--- config.mk ---
export PLATFORM = sky130hd
export DESIGN_NAME = cbrc_top
export DESIGN_NICKNAME = d
export VERILOG_FILES = /design/src/logic/cbrc_top.v
export VERILOG_INCLUDE_DIRS = /design/src /design/src/shared
export SDC_FILE = /design/constraint.sdc
export NUM_CORES = 1
export LEC_CHECK = 0
export BUFFER_PORTS_ARGS = -buffer_cell sky130_fd_sc_hd__buf_2
export CAP_MARGIN = 20
export CELL_PAD_IN_SITES_DETAIL_PLACEMENT = 0
export CELL_PAD_IN_SITES_GLOBAL_PLACEMENT = 1
export CORE_AREA = 5 5 126 128
export DETAILED_ROUTE_END_ITERATION = 8
export DIE_AREA = 0 0 131 133
export PLACE_DENSITY_LB_ADDON = 0.1
export SLEW_MARGIN = 0
export SYNTH_ARGS = -nofsm -noshare
export SYNTH_HDL_FRONTEND = slang
export SYNTH_SLANG_ARGS = --single-unit
export TNS_END_PERCENT = 10
--- constraint.sdc ---
create_clock -name pclk -period 2.79 [get_ports pclk]
set_clock_uncertainty 0.2 [all_clocks]
set_input_delay 0.558 -clock pclk [delete_from_list [all_inputs] [get_ports pclk]]
set_output_delay 0.558 -clock pclk [all_outputs]
set_load 0.1 [all_outputs]
--- src/shared/cbrc_map.vh ---
`ifndef CBRC_MAP_VH
`define CBRC_MAP_VH
// Register byte offsets on the APB bus.
`define CBRC_CTRL_OFS 12'h000
`define CBRC_STAT_OFS 12'h004
`define CBRC_IRQ_STAT_OFS 12'h008
`define CBRC_IRQ_EN_OFS 12'h00C
`define CBRC_IRQ_CLR_OFS 12'h010
`define CBRC_CTRL_RST 32'h0000_0000
`define CBRC_IRQ_EN_RST 4'h0
// Control bit positions.
`define CBRC_CTRL_IOM_KEEP 0
`define CBRC_CTRL_FRC_KEEP 1
// Interrupt status bit positions.
`define CBRC_EV_DONE 0
`define CBRC_EV_FAIL 1
`define CBRC_EV_MISMATCH 2
`define CBRC_EV_SKIP 3
// Timing: clock in kHz, hold time in ms, debounce in ms.
`define CBRC_CLK_KHZ 10000
`define CBRC_HOLD_MS 3000
`define CBRC_HOLD_CYC (`CBRC_HOLD_MS * `CBRC_CLK_KHZ)
`define CBRC_DEB_MS 20
`define CBRC_DEB_CYC (`CBRC_DEB_MS * `CBRC_CLK_KHZ)
// Operation codes to the transfer engine.
`define CBRC_OP_NONE 2'h0
`define CBRC_OP_BACKUP 2'h1
`define CBRC_OP_RESTORE 2'h2
`define CBRC_OP_COMPARE 2'h3
`endif

--- src/logic/cbrc_top.v ---
// Operation
// - Switch 7 on at power-up restores
// - Restore moves all areas as one
// - Restore overrides startup auto-transfer
// - Write-protect on skips the restore
// - Restore clears I/O and forced states
// - Retain flag plus setting keeps I/O
// - Retain flag plus setting keeps forces
// - After backup, lock in halted state
// - Three-second hold, switch off compares
// - Compare checks every area together
// - Compare allowed in any operating state
// - Three-second hold, switch on backs up
// - Sequences never time out
//
// The address map and the APB interface to the registers were chosen for this implementation.
`timescale 1ns/10ps
`include "cbrc_map.vh"
module cbrc_top #(
	parameter HOLD_CYC = `CBRC_HOLD_CYC,
	parameter DEB_CYC = `CBRC_DEB_CYC
) (
	// Clock and power-on reset.
	input wire pclk,
	input wire presetn,
	// APB register port.
	input wire psel,
	input wire penable,
	input wire pwrite,
	input wire [11:0] paddr,
	input wire [31:0] pwdata,
	output reg [31:0] prdata,
	output reg pready,
	output reg pslverr,
	// Front-panel switches and the card power button, all levels.
	input wire sw_backup_select,
	input wire sw_auto_transfer,
	input wire sw_write_protect,
	input wire card_button,
	// Hold flags as stored with the snapshot on the card.
	input wire io_memory_retain_flag,
	input wire forced_state_retain_flag,
	// Transfer engine that moves the snapshot to or from the card.
	output reg xfer_start,
	output reg [1:0] xfer_op,
	input wire xfer_done,
	input wire xfer_ok,
	input wire xfer_match,
	// Startup and post-restore pulses to the rest of the unit.
	output reg auto_transfer_go,
	output reg normal_start,
	output reg clear_io_memory,
	output reg clear_forced_states,
	// Status levels.
	output reg mode_lock,
	output reg busy,
	output reg irq
);
	// Sequencer states.
	// Boot looks at the switches once, right after the power cycle.
	localparam S_BOOT = 3'd0;
	// Idle waits for a long press.
	localparam S_IDLE = 3'd1;
	// Wait holds while the engine works, for as long as it takes.
	localparam S_WAIT = 3'd2;
	// Post sends the clear pulses and decides on the lock.
	localparam S_POST = 3'd3;
	// Lock is left only through reset.
	localparam S_LOCK = 3'd4;

	// Sequencer.
	reg [2:0] state;
	reg [2:0] next_state;
	reg [1:0] op;

	// Register bits.
	reg iom_keep;
	reg frc_keep;
	reg [3:0] irq_stat;
	reg [3:0] irq_en;
	reg [3:0] next_irq_stat;

	// Button path.
	reg btn_stable;
	reg [31:0] deb_cnt;
	reg [31:0] hold_cnt;
	reg hold_fired;
	reg hold_pulse;

	// Event pulses into the status.
	reg [3:0] ev;
	wire apb_wr;
	wire apb_rd;
	wire [3:0] clr_mask;
	wire boot_restore;
	wire [1:0] hold_op;

	// Matches a byte offset against the mapped registers.
	function mapped;
		input [11:0] a;
		begin
			mapped = (a == `CBRC_CTRL_OFS) || (a == `CBRC_STAT_OFS) || (a == `CBRC_IRQ_STAT_OFS) ||
				(a == `CBRC_IRQ_EN_OFS) || (a == `CBRC_IRQ_CLR_OFS);
		end
	endfunction

	// Power-up restore wanted; protect on means the power-up restore reads nothing from the card.
	function restore_wanted;
		input sel;
		input wp;
		begin
			restore_wanted = sel & ~wp;
		end
	endfunction

	// Operation started by a long press: select on backs up, select off compares.
	function [1:0] hold_operation;
		input sel;
		begin
			if (sel) begin
				hold_operation = `CBRC_OP_BACKUP;
			end else begin
				hold_operation = `CBRC_OP_COMPARE;
			end
		end
	endfunction

	// Interval end test shared by the debounce and the hold counters.
	function count_done;
		input [31:0] cnt;
		input [31:0] limit;
		begin
			count_done = (cnt >= limit - 32'h0000_0001);
		end
	endfunction

	// Write strobe: the slave only acts on the access edge at which it shows ready.
	assign apb_wr = psel & penable & pwrite & pready;
	// Read data is fetched on the setup edge, so it already stands when ready rises.
	assign apb_rd = psel & ~penable & ~pwrite;
	// Write-one-to-clear mask; writes to other offsets leave the status alone.
	assign clr_mask = (apb_wr && paddr == `CBRC_IRQ_CLR_OFS) ? pwdata[3:0] : 4'h0;
	// Both the next-state logic and the sequencer read the same boot decision.
	assign boot_restore = restore_wanted(sw_backup_select, sw_write_protect);
	// The select switch is read when the hold completes, not when the press began.
	assign hold_op = hold_operation(sw_backup_select);

	// Ready answers in the first access cycle and drops after, so no access has a wait state.
	// The error flag stands with ready, for any offset outside the map.
	always @(posedge pclk or negedge presetn) begin
		if (!presetn) begin
			pready <= 1'b0;
			pslverr <= 1'b0;
		end else begin
			pready <= psel & ~penable;
			pslverr <= psel & ~penable & ~mapped(paddr);
		end
	end

	// Read mux, latched on the setup edge; the clear register and unmapped offsets read zero.
	always @(posedge pclk or negedge presetn) begin
		if (!presetn) begin
			prdata <= 32'h0000_0000;
		end else if (apb_rd) begin
			case (paddr)
				`CBRC_CTRL_OFS: prdata <= {30'h0000_0000, frc_keep, iom_keep};
				`CBRC_STAT_OFS: prdata <= {24'h00_0000, btn_stable, mode_lock, busy, state, op};
				`CBRC_IRQ_STAT_OFS: prdata <= {28'h000_0000, irq_stat};
				`CBRC_IRQ_EN_OFS: prdata <= {28'h000_0000, irq_en};
				default: prdata <= 32'h0000_0000;
			endcase
		end else begin
			prdata <= 32'h0000_0000;
		end
	end

	// Startup keep settings; they only matter at the moment a restore finishes.
	// Reset clears them, so software must set them again while the restore runs.
	always @(posedge pclk or negedge presetn) begin
		if (!presetn) begin
			iom_keep <= 1'b0;
			frc_keep <= 1'b0;
		end else if (apb_wr && paddr == `CBRC_CTRL_OFS) begin
			iom_keep <= pwdata[`CBRC_CTRL_IOM_KEEP];
			frc_keep <= pwdata[`CBRC_CTRL_FRC_KEEP];
		end
	end

	// Interrupt enable mask; the status bits stay sticky whether enabled or not.
	always @(posedge pclk or negedge presetn) begin
		if (!presetn) begin
			irq_en <= `CBRC_IRQ_EN_RST;
		end else if (apb_wr && paddr == `CBRC_IRQ_EN_OFS) begin
			irq_en <= pwdata[3:0];
		end
	end

	// Debounce: the button level is accepted only after it stays put for the whole window.
	// The counter restarts whenever the raw level returns, so contact chatter never passes.
	always @(posedge pclk or negedge presetn) begin
		if (!presetn) begin
			btn_stable <= 1'b0;
			deb_cnt <= 32'h0000_0000;
		end else if (card_button == btn_stable) begin
			deb_cnt <= 32'h0000_0000;
		end else if (count_done(deb_cnt, DEB_CYC)) begin
			btn_stable <= card_button;
			deb_cnt <= 32'h0000_0000;
		end else begin
			deb_cnt <= deb_cnt + 32'h0000_0001;
		end
	end

	// Hold timer fires once per press; an early release restarts it, so short taps never trigger.
	// Once fired, the press must end before another hold can be counted.
	always @(posedge pclk or negedge presetn) begin
		if (!presetn) begin
			hold_cnt <= 32'h0000_0000;
			hold_fired <= 1'b0;
			hold_pulse <= 1'b0;
		end else begin
			hold_pulse <= 1'b0;
			if (!btn_stable) begin
				hold_cnt <= 32'h0000_0000;
				hold_fired <= 1'b0;
			end else if (!hold_fired) begin
				if (count_done(hold_cnt, HOLD_CYC)) begin
					hold_pulse <= 1'b1;
					hold_fired <= 1'b1;
				end else begin
					hold_cnt <= hold_cnt + 32'h0000_0001;
				end
			end
		end
	end

	// Next state; the wait state has no timer because a transfer may run for minutes.
	always @* begin
		next_state = state;
		case (state)
			// Boot always leaves after one cycle; the switches are read only once.
			S_BOOT: next_state = boot_restore ? S_WAIT : S_IDLE;
			S_IDLE: next_state = hold_pulse ? S_WAIT : S_IDLE;
			S_WAIT: next_state = xfer_done ? S_POST : S_WAIT;
			S_POST: next_state = (op == `CBRC_OP_COMPARE) ? S_IDLE : S_LOCK;
			S_LOCK: next_state = S_LOCK;
			default: next_state = S_IDLE;
		endcase
	end

	// Sequencer and its outputs; reset stands for the power cycle, the only way out of the lock.
	// Outputs are registered here so every pin comes straight from a flip-flop.
	// Pulses default low each cycle and rise for exactly one cycle when a step fires.
	always @(posedge pclk or negedge presetn) begin
		if (!presetn) begin
			state <= S_BOOT;
			op <= `CBRC_OP_NONE;
			xfer_start <= 1'b0;
			xfer_op <= `CBRC_OP_NONE;
			auto_transfer_go <= 1'b0;
			normal_start <= 1'b0;
			clear_io_memory <= 1'b0;
			clear_forced_states <= 1'b0;
			mode_lock <= 1'b0;
			busy <= 1'b0;
			ev <= 4'h0;
		end else begin
			state <= next_state;
			xfer_start <= 1'b0;
			auto_transfer_go <= 1'b0;
			normal_start <= 1'b0;
			clear_io_memory <= 1'b0;
			clear_forced_states <= 1'b0;
			ev <= 4'h0;
			case (state)
				S_BOOT: begin
					// Restore wins over the startup auto-transfer; protect on blocks the card read.
					if (boot_restore) begin
						op <= `CBRC_OP_RESTORE;
						xfer_op <= `CBRC_OP_RESTORE;
						xfer_start <= 1'b1;
						busy <= 1'b1;
					end else begin
						// Protect on with select on leaves the unit idle and records the skip.
						ev[`CBRC_EV_SKIP] <= sw_backup_select & sw_write_protect;
						auto_transfer_go <= sw_auto_transfer & ~sw_backup_select;
						normal_start <= ~sw_backup_select;
					end
				end
				S_IDLE: begin
					if (hold_pulse) begin
						// Any operating state is fine here: the lock only follows backup or restore.
						op <= hold_op;
						xfer_op <= hold_op;
						xfer_start <= 1'b1;
						busy <= 1'b1;
					end
				end
				S_WAIT: begin
					// Results are sampled only with done; between pulses they mean nothing.
					if (xfer_done) begin
						busy <= 1'b0;
						ev[`CBRC_EV_DONE] <= xfer_ok;
						ev[`CBRC_EV_FAIL] <= ~xfer_ok;
						ev[`CBRC_EV_MISMATCH] <= (op == `CBRC_OP_COMPARE) & xfer_ok & ~xfer_match;
					end
				end
				S_POST: begin
					// Clears follow a restore unless a flag and its keep setting both ask to hold.
					// Backup and restore both end in the lock; compare leaves the modes free.
					if (op == `CBRC_OP_RESTORE) begin
						clear_io_memory <= ~(io_memory_retain_flag & iom_keep);
						clear_forced_states <= ~(forced_state_retain_flag & frc_keep);
					end
					if (op != `CBRC_OP_COMPARE) begin
						mode_lock <= 1'b1;
					end
				end
				// Only a power cycle, seen here as reset, leaves the lock.
				S_LOCK: mode_lock <= 1'b1;
				default: busy <= 1'b0;
			endcase
		end
	end

	// Next status: a new event wins over a clear in the same cycle, so no event is lost.
	always @* begin
		next_irq_stat = (irq_stat & ~clr_mask) | ev;
	end

	// Sticky status and a registered level interrupt, high while any enabled bit is set.
	// The level is taken from the next status so it moves in step with the bits.
	always @(posedge pclk or negedge presetn) begin
		if (!presetn) begin
			irq_stat <= 4'h0;
			irq <= 1'b0;
		end else begin
			irq_stat <= next_irq_stat;
			irq <= |(next_irq_stat & irq_en);
		end
	end
endmodule // cbrc_top

**Word-level counts from Yosys, hierarchy flattened**

Index checks and enable logic that the tools add are counted.

- Register bits after elaboration: 128
- Bits in latches: 0
- Memory bits (writable): 0
- Memory bits (read-only): 0
- Input bits: 58
- Output and inout bits: 44
- Word-level logic and storage cells: 134
- Memories: 0

- Add/sub/neg operators: 2
- Multipliers: 0
- Divide/modulo/power cells: 0
- Magnitude comparators: 2
- Equal/unequal tests: 18
- Shift-type cells: 0
- Multiplexer cells: 43
- Bitwise operators: 28
- Reductions and logical operators: 18

Operators with widths:

| cell | count |
|---|---|
| 32-bit two-way mux | 6 |
| 32-bit by 1-bit adder with 32-bit output, second input constant | 2 |
| 32-bit by 18-bit >= comparator with 1-bit output, second input constant | 1 |
| 32-bit by 25-bit >= comparator with 1-bit output, second input constant | 1 |
| 8-bit case mux with 4 select lines | 1 |
| 12-bit by 4-bit == test with 1-bit output, second input constant | 2 |
| 1-bit two-way mux | 22 |
| 3-bit case mux with 5 select lines | 1 |
| 2-bit != test, second input constant | 7 |
| 1-bit AND | 13 |
| 12-bit by 3-bit == test with 1-bit output, second input constant | 1 |
| 12-bit by 5-bit == test with 1-bit output, second input constant | 1 |
| 12-bit logical NOT | 1 |
| 1-bit inverter | 11 |
| 2-bit two-way mux | 5 |
| 3-bit two-way mux | 3 |
| 4-bit AND | 2 |
| 3-bit by 2-bit == test with 1-bit output, second input constant | 2 |
| 2-bit AND reduction | 3 |
| 2-bit == test, second input constant | 2 |
| 1-bit logical OR | 4 |
| 4-bit two-way mux | 1 |
| 4-bit inverter | 1 |
| 4-bit OR | 1 |
| other kinds (13) | 17 |

**Depth between registers and ports, before layout**

- Depth after elaboration: 10
- Depth in mapped cells: 8
- Mapped depth without buffers: 6

**Least setup slack after synthesis**

No wires, ideal clock.

- Path type: flip-flop to flip-flop
- From: reg pready
- To: reg irq
- Library setup time: 0.129 ns
- Arrival: 2.115 ns
- Data required time: 2.461 ns
- Setup slack: 0.346 ns
- Stages on the path, launching flop included: 5
- Buffers on the path: 0
- Clock period less this slack: 2.444 ns
- Path through: dfrtp_1 -> nand4_1 -> nor3_1 -> a31oi_1 -> a2111o_1

- Cells in the longest elaborated chain, start to end: 8

RTL lines:

| what | line | text |
|---|---|---|
| start: declaration | cbrc_top.v:33 | `output reg pready,` |
| start signal: assignment | cbrc_top.v:155 | `pready <= psel & ~penable;` |
| 1-bit AND | cbrc_top.v:138 | `assign apb_wr = psel & penable & pwrite & pready;` |
| 1-bit logical AND (no source line) | - |  |
| 4-bit two-way mux | cbrc_top.v:142 | `` assign clr_mask = (apb_wr && paddr == `CBRC_IRQ_CLR_OFS) ? pwdata[3:0] : 4'h0; `` |
| 4-bit inverter | cbrc_top.v:328 | `next_irq_stat = (irq_stat & ~clr_mask) \| ev;` |
| 4-bit AND | cbrc_top.v:328 |  |
| 4-bit OR | cbrc_top.v:328 |  |
| 4-bit AND | cbrc_top.v:339 | `irq <= \|(next_irq_stat & irq_en);` |
| 4-bit OR reduction | cbrc_top.v:339 |  |
| end signal: assignment | cbrc_top.v:339 |  |
| end: declaration | cbrc_top.v:57 | `output reg irq` |

Every way passes these cells.
A chain may end at the register's enable or synchronous reset.

**Worst setup path in the final report**

- From: reg hold_cnt[29]
- To: reg hold_cnt[16]

- Cells in the longest elaborated chain, start to end: 3

RTL lines:

| what | line | text |
|---|---|---|
| start: declaration | cbrc_top.v:86 | `reg [31:0] hold_cnt;` |
| start signal: assignment | cbrc_top.v:231 | `hold_cnt <= hold_cnt + 32'h0000_0001;` |
| 32-bit by 25-bit >= comparator with 1-bit output | cbrc_top.v:133 | `count_done = (cnt >= limit - 32'h0000_0001);` |
| 2-bit != test (no source line) | - |  |
| 2-bit AND reduction (no source line) | - |  |

Every way passes these cells.

==> results.txt <==
Final nets -> 606
# diodes -> 0
Clk Tree Root Cell -> clkbuf_16
dpl cell area -> 0.00542 mm2
row cnt -> 45
CP startpoint -> hold_cnt[29]
fin crit share -> 83.4%
Setup violations, final -> 0
worst path buffer plus inverter count -> 0
DRC Markers -> 0
LEAKAGE -> 2.55 nW
Util after Layout -> 38.7%
Critical Path RT -> 2840 ps
Initial Util -> 34.1%
Avg Vias per Cell -> 5.00
largest net degree at the start of global routing -> 60
Slew Limit Fails -> 0
post-CTS setup buffers -> 0
Worst setup EP type -> flip-flop
CTS tree -> built
Final TNS setup -> 0 ps
Reg area -> 0.00260 mm2
fin crit period -> 2330 ps
Die Area -> 0.0174 mm2
Core Box Area -> 0.0148 mm2
crit path launch type -> flip-flop
final WL -> 10800 um
DR vias -> 3689
vias in the first global route -> 3595
TritonRoute pass-1 iters -> 4
Synth warnings -> 0
Pwr Density -> 626 mW/mm2
Total GRT Usage -> 12.8%
asr flop ratio synth -> 100%
worst-margin pin slew -> 607 ps
Cells after Synth -> 485
first-pass GRT wire length -> 17900 um
initial antenna violation count -> 0
multi-input combinational cell area -> 0.00220 mm2
Clk pin slew, worst setup/hold paths -> 70 ps
post-DP HPWL -> 7510 um
Fin Hold WS -> 184 ps
worst hold path class -> in -> reg
RSZ-0062 raised after global routing -> false
Slowest Stage Delay on Critical Path -> 570 ps
final hold violation count -> 0
min-delay src -> forced_state_retain_flag
Final GP Congestion -> 0.767
crit-path cells -> nor4_2, nand2_1, or3_4, or2_2, o31ai_1
status -> finished clean
Critical-path top delay cell -> or3_4
Clock Latency Late Sink -> 350 ps
die height -> 133 um
critical path class -> reg -> reg
synthesized area per cell -> 10.4 um2
die width -> 131 um
max_slew headroom -> 59.2%
Crit path max-delay family -> simple AND/OR/NAND/NOR gates
CTS max path bufs -> 2
Yosys reg bits -> 104
post-route cell area -> 0.00572 mm2
Reg-to-Reg Start -> hold_cnt[29]
Worst Path Max Fanout -> 41
Max Cap Viol -> 0
grt ovf -> 0
f_max -> 430 MHz
arrival time of the worst setup path -> 2370 ps
fill count -> 1475
Post-synth EDFFs -> 0
IO Pins -> 102
DR WL/cell -> 14.6 um
main flop type after synthesis -> dfrtp_1
cell area after synthesis -> 0.00502 mm2
layout cells sized above 1 -> 17.1%
Max VDD drop -> 308 uV
Area growth syn-to-layout -> 13.7%
CTS buffer count -> 9
Starting DRT DRC Count -> 179
register area share after synthesis -> 51.8%
Post-DRT Antenna Nets -> 0
# clock sinks -> 104
Max H-tree Level -> 3
Yosys cell types -> 61
IO buf count -> 49
-- worst paths after layout --
path / to / slack, ps / cells past startpoint
max: hold_cnt[16] / 460 / 5
min: clear_forced_states / 180 / 2
max reg2reg: hold_cnt[16] / 460 / 5
min reg2reg: hold_pulse / 240 / 1
max in group asynchronous: hold_cnt[13] / 1300 / 3
min in group asynchronous: deb_cnt[9] / 350 / 2
-- area by class of cell --
cell class / count / share of cell area (%)
clock buffer: 11 / 4.42
clock inverter: 4 / 0.525
inverter: 14 / 0.919
multi-input combinational: 357 / 38.4
sequential: 104 / 45.5
tap: 188 / 4.12
timing repair buffer: 60 / 6.04
-- metrics by stage --
stage / instances / setup slack (ps) / power, mW
floorplan: 522 / 346 / 2.28
global placement: 722 / 349 / 2.41
detailed placement: 722 / 310 / 2.41
CTS: 738 / 437 / 3.65
global route: 738 / 248 / 3.75
finish: 738 / 462 / 3.58
-- per-layer routing --
metal	share of wire [%]	GRT usage, %
met4	0.92	2.91
met1	46	17.4
met2	48	19.8
met5	0	0
met3	4.5	4.00
-- cells in the final DEF, fill, tap and decap left out, types with 3 or more instances in the layout --
| cell | instances |
|---|---|
| mux2i_1 | 6 |
| o21ai_0 | 8 |
| clkbuf_16 | 9 |
| xor2_1 | 9 |
| o311ai_1 | 3 |
| and3_1 | 13 |
| a21oi_1 | 22 |
| or3_1 | 5 |
| o31ai_1 | 16 |
| buf_4 | 10 |
| a21o_1 | 3 |
| nor2_1 | 19 |
| or4_1 | 17 |
| or2_2 | 3 |
| and4_1 | 3 |
| dfrtp_1 | 104 |
| and2_1 | 10 |
| nand2b_1 | 13 |
| nor3_1 | 24 |
| a22oi_1 | 4 |
| nand3_1 | 19 |
| a31oi_1 | 5 |
| nand2_1 | 32 |
| mux2_2 | 10 |
| nor2b_1 | 4 |
| conb_1 | 38 |
| xnor2_1 | 8 |
| nand4_1 | 14 |
| nor4_1 | 18 |
| buf_2 | 48 |
| nor4_2 | 3 |
| inv_1 | 14 |
-- logic make-up (layout without fill, tap and decap cells) --
group | after synthesis | after routing | synth area share (%)
buffers and inverters | 61 | 89 | 7.25
multiplexers | 16 | 16 | 3.44
AO/OA/AOI/OAI | 76 | 76 | 10.2
adder cells (fa/ha/maj) | 2 | 2 | 0.498
flip-flops | 104 | 104 | 51.8
other | 1 | 38 | 0.0746
AND/OR/NAND/NOR | 208 | 208 | 23.8
XOR/XNOR | 17 | 17 | 2.96
-- cell usage after synthesis (13+ instances only) --
master	count	area share, %
o31ai_1	16	2.4
nand4_1	14	1.7
nor2_1	19	1.4
and3_1	13	1.6
nand3_1	19	1.9
nand2_1	32	2.4
dfrtp_1	104	52
clkbuf_1	14	1.0
inv_1	14	1.0
nor3_1	24	2.4
nand2b_1	13	1.6
or4_1	17	2.5
nor4_1	18	2.2
buf_4	27	4.0
a21oi_1	22	2.2
-- registers in the layout, summed over array words and instances (netlist names), 2 cells and up --
| signal | cells |
|---|---|
| irq_stat | 4 |
| state | 3 |
| hold_cnt | 32 |
| prdata | 8 |
| op | 2 |
| irq_en | 4 |
| ev | 4 |
| deb_cnt | 32 |
-- what timing repair did --
item / 4_1_cts / 5_1_grt
endpoints found under the hold margin: 3 / 0
hold buffers: 1 / 0
resized for setup: 0 / 0
-- report_power, final --
group          switching [mW]  total [mW]  internal (mW)  leakage, nW
Combinational           0.556       0.696          0.140         1.02
Clock                   0.549        1.20          0.651        0.138
Sequential             0.0887        1.68           1.59         1.39
Total                    1.19        3.58           2.38         2.55
No activity file was read; power rests on OpenSTA's default activity.
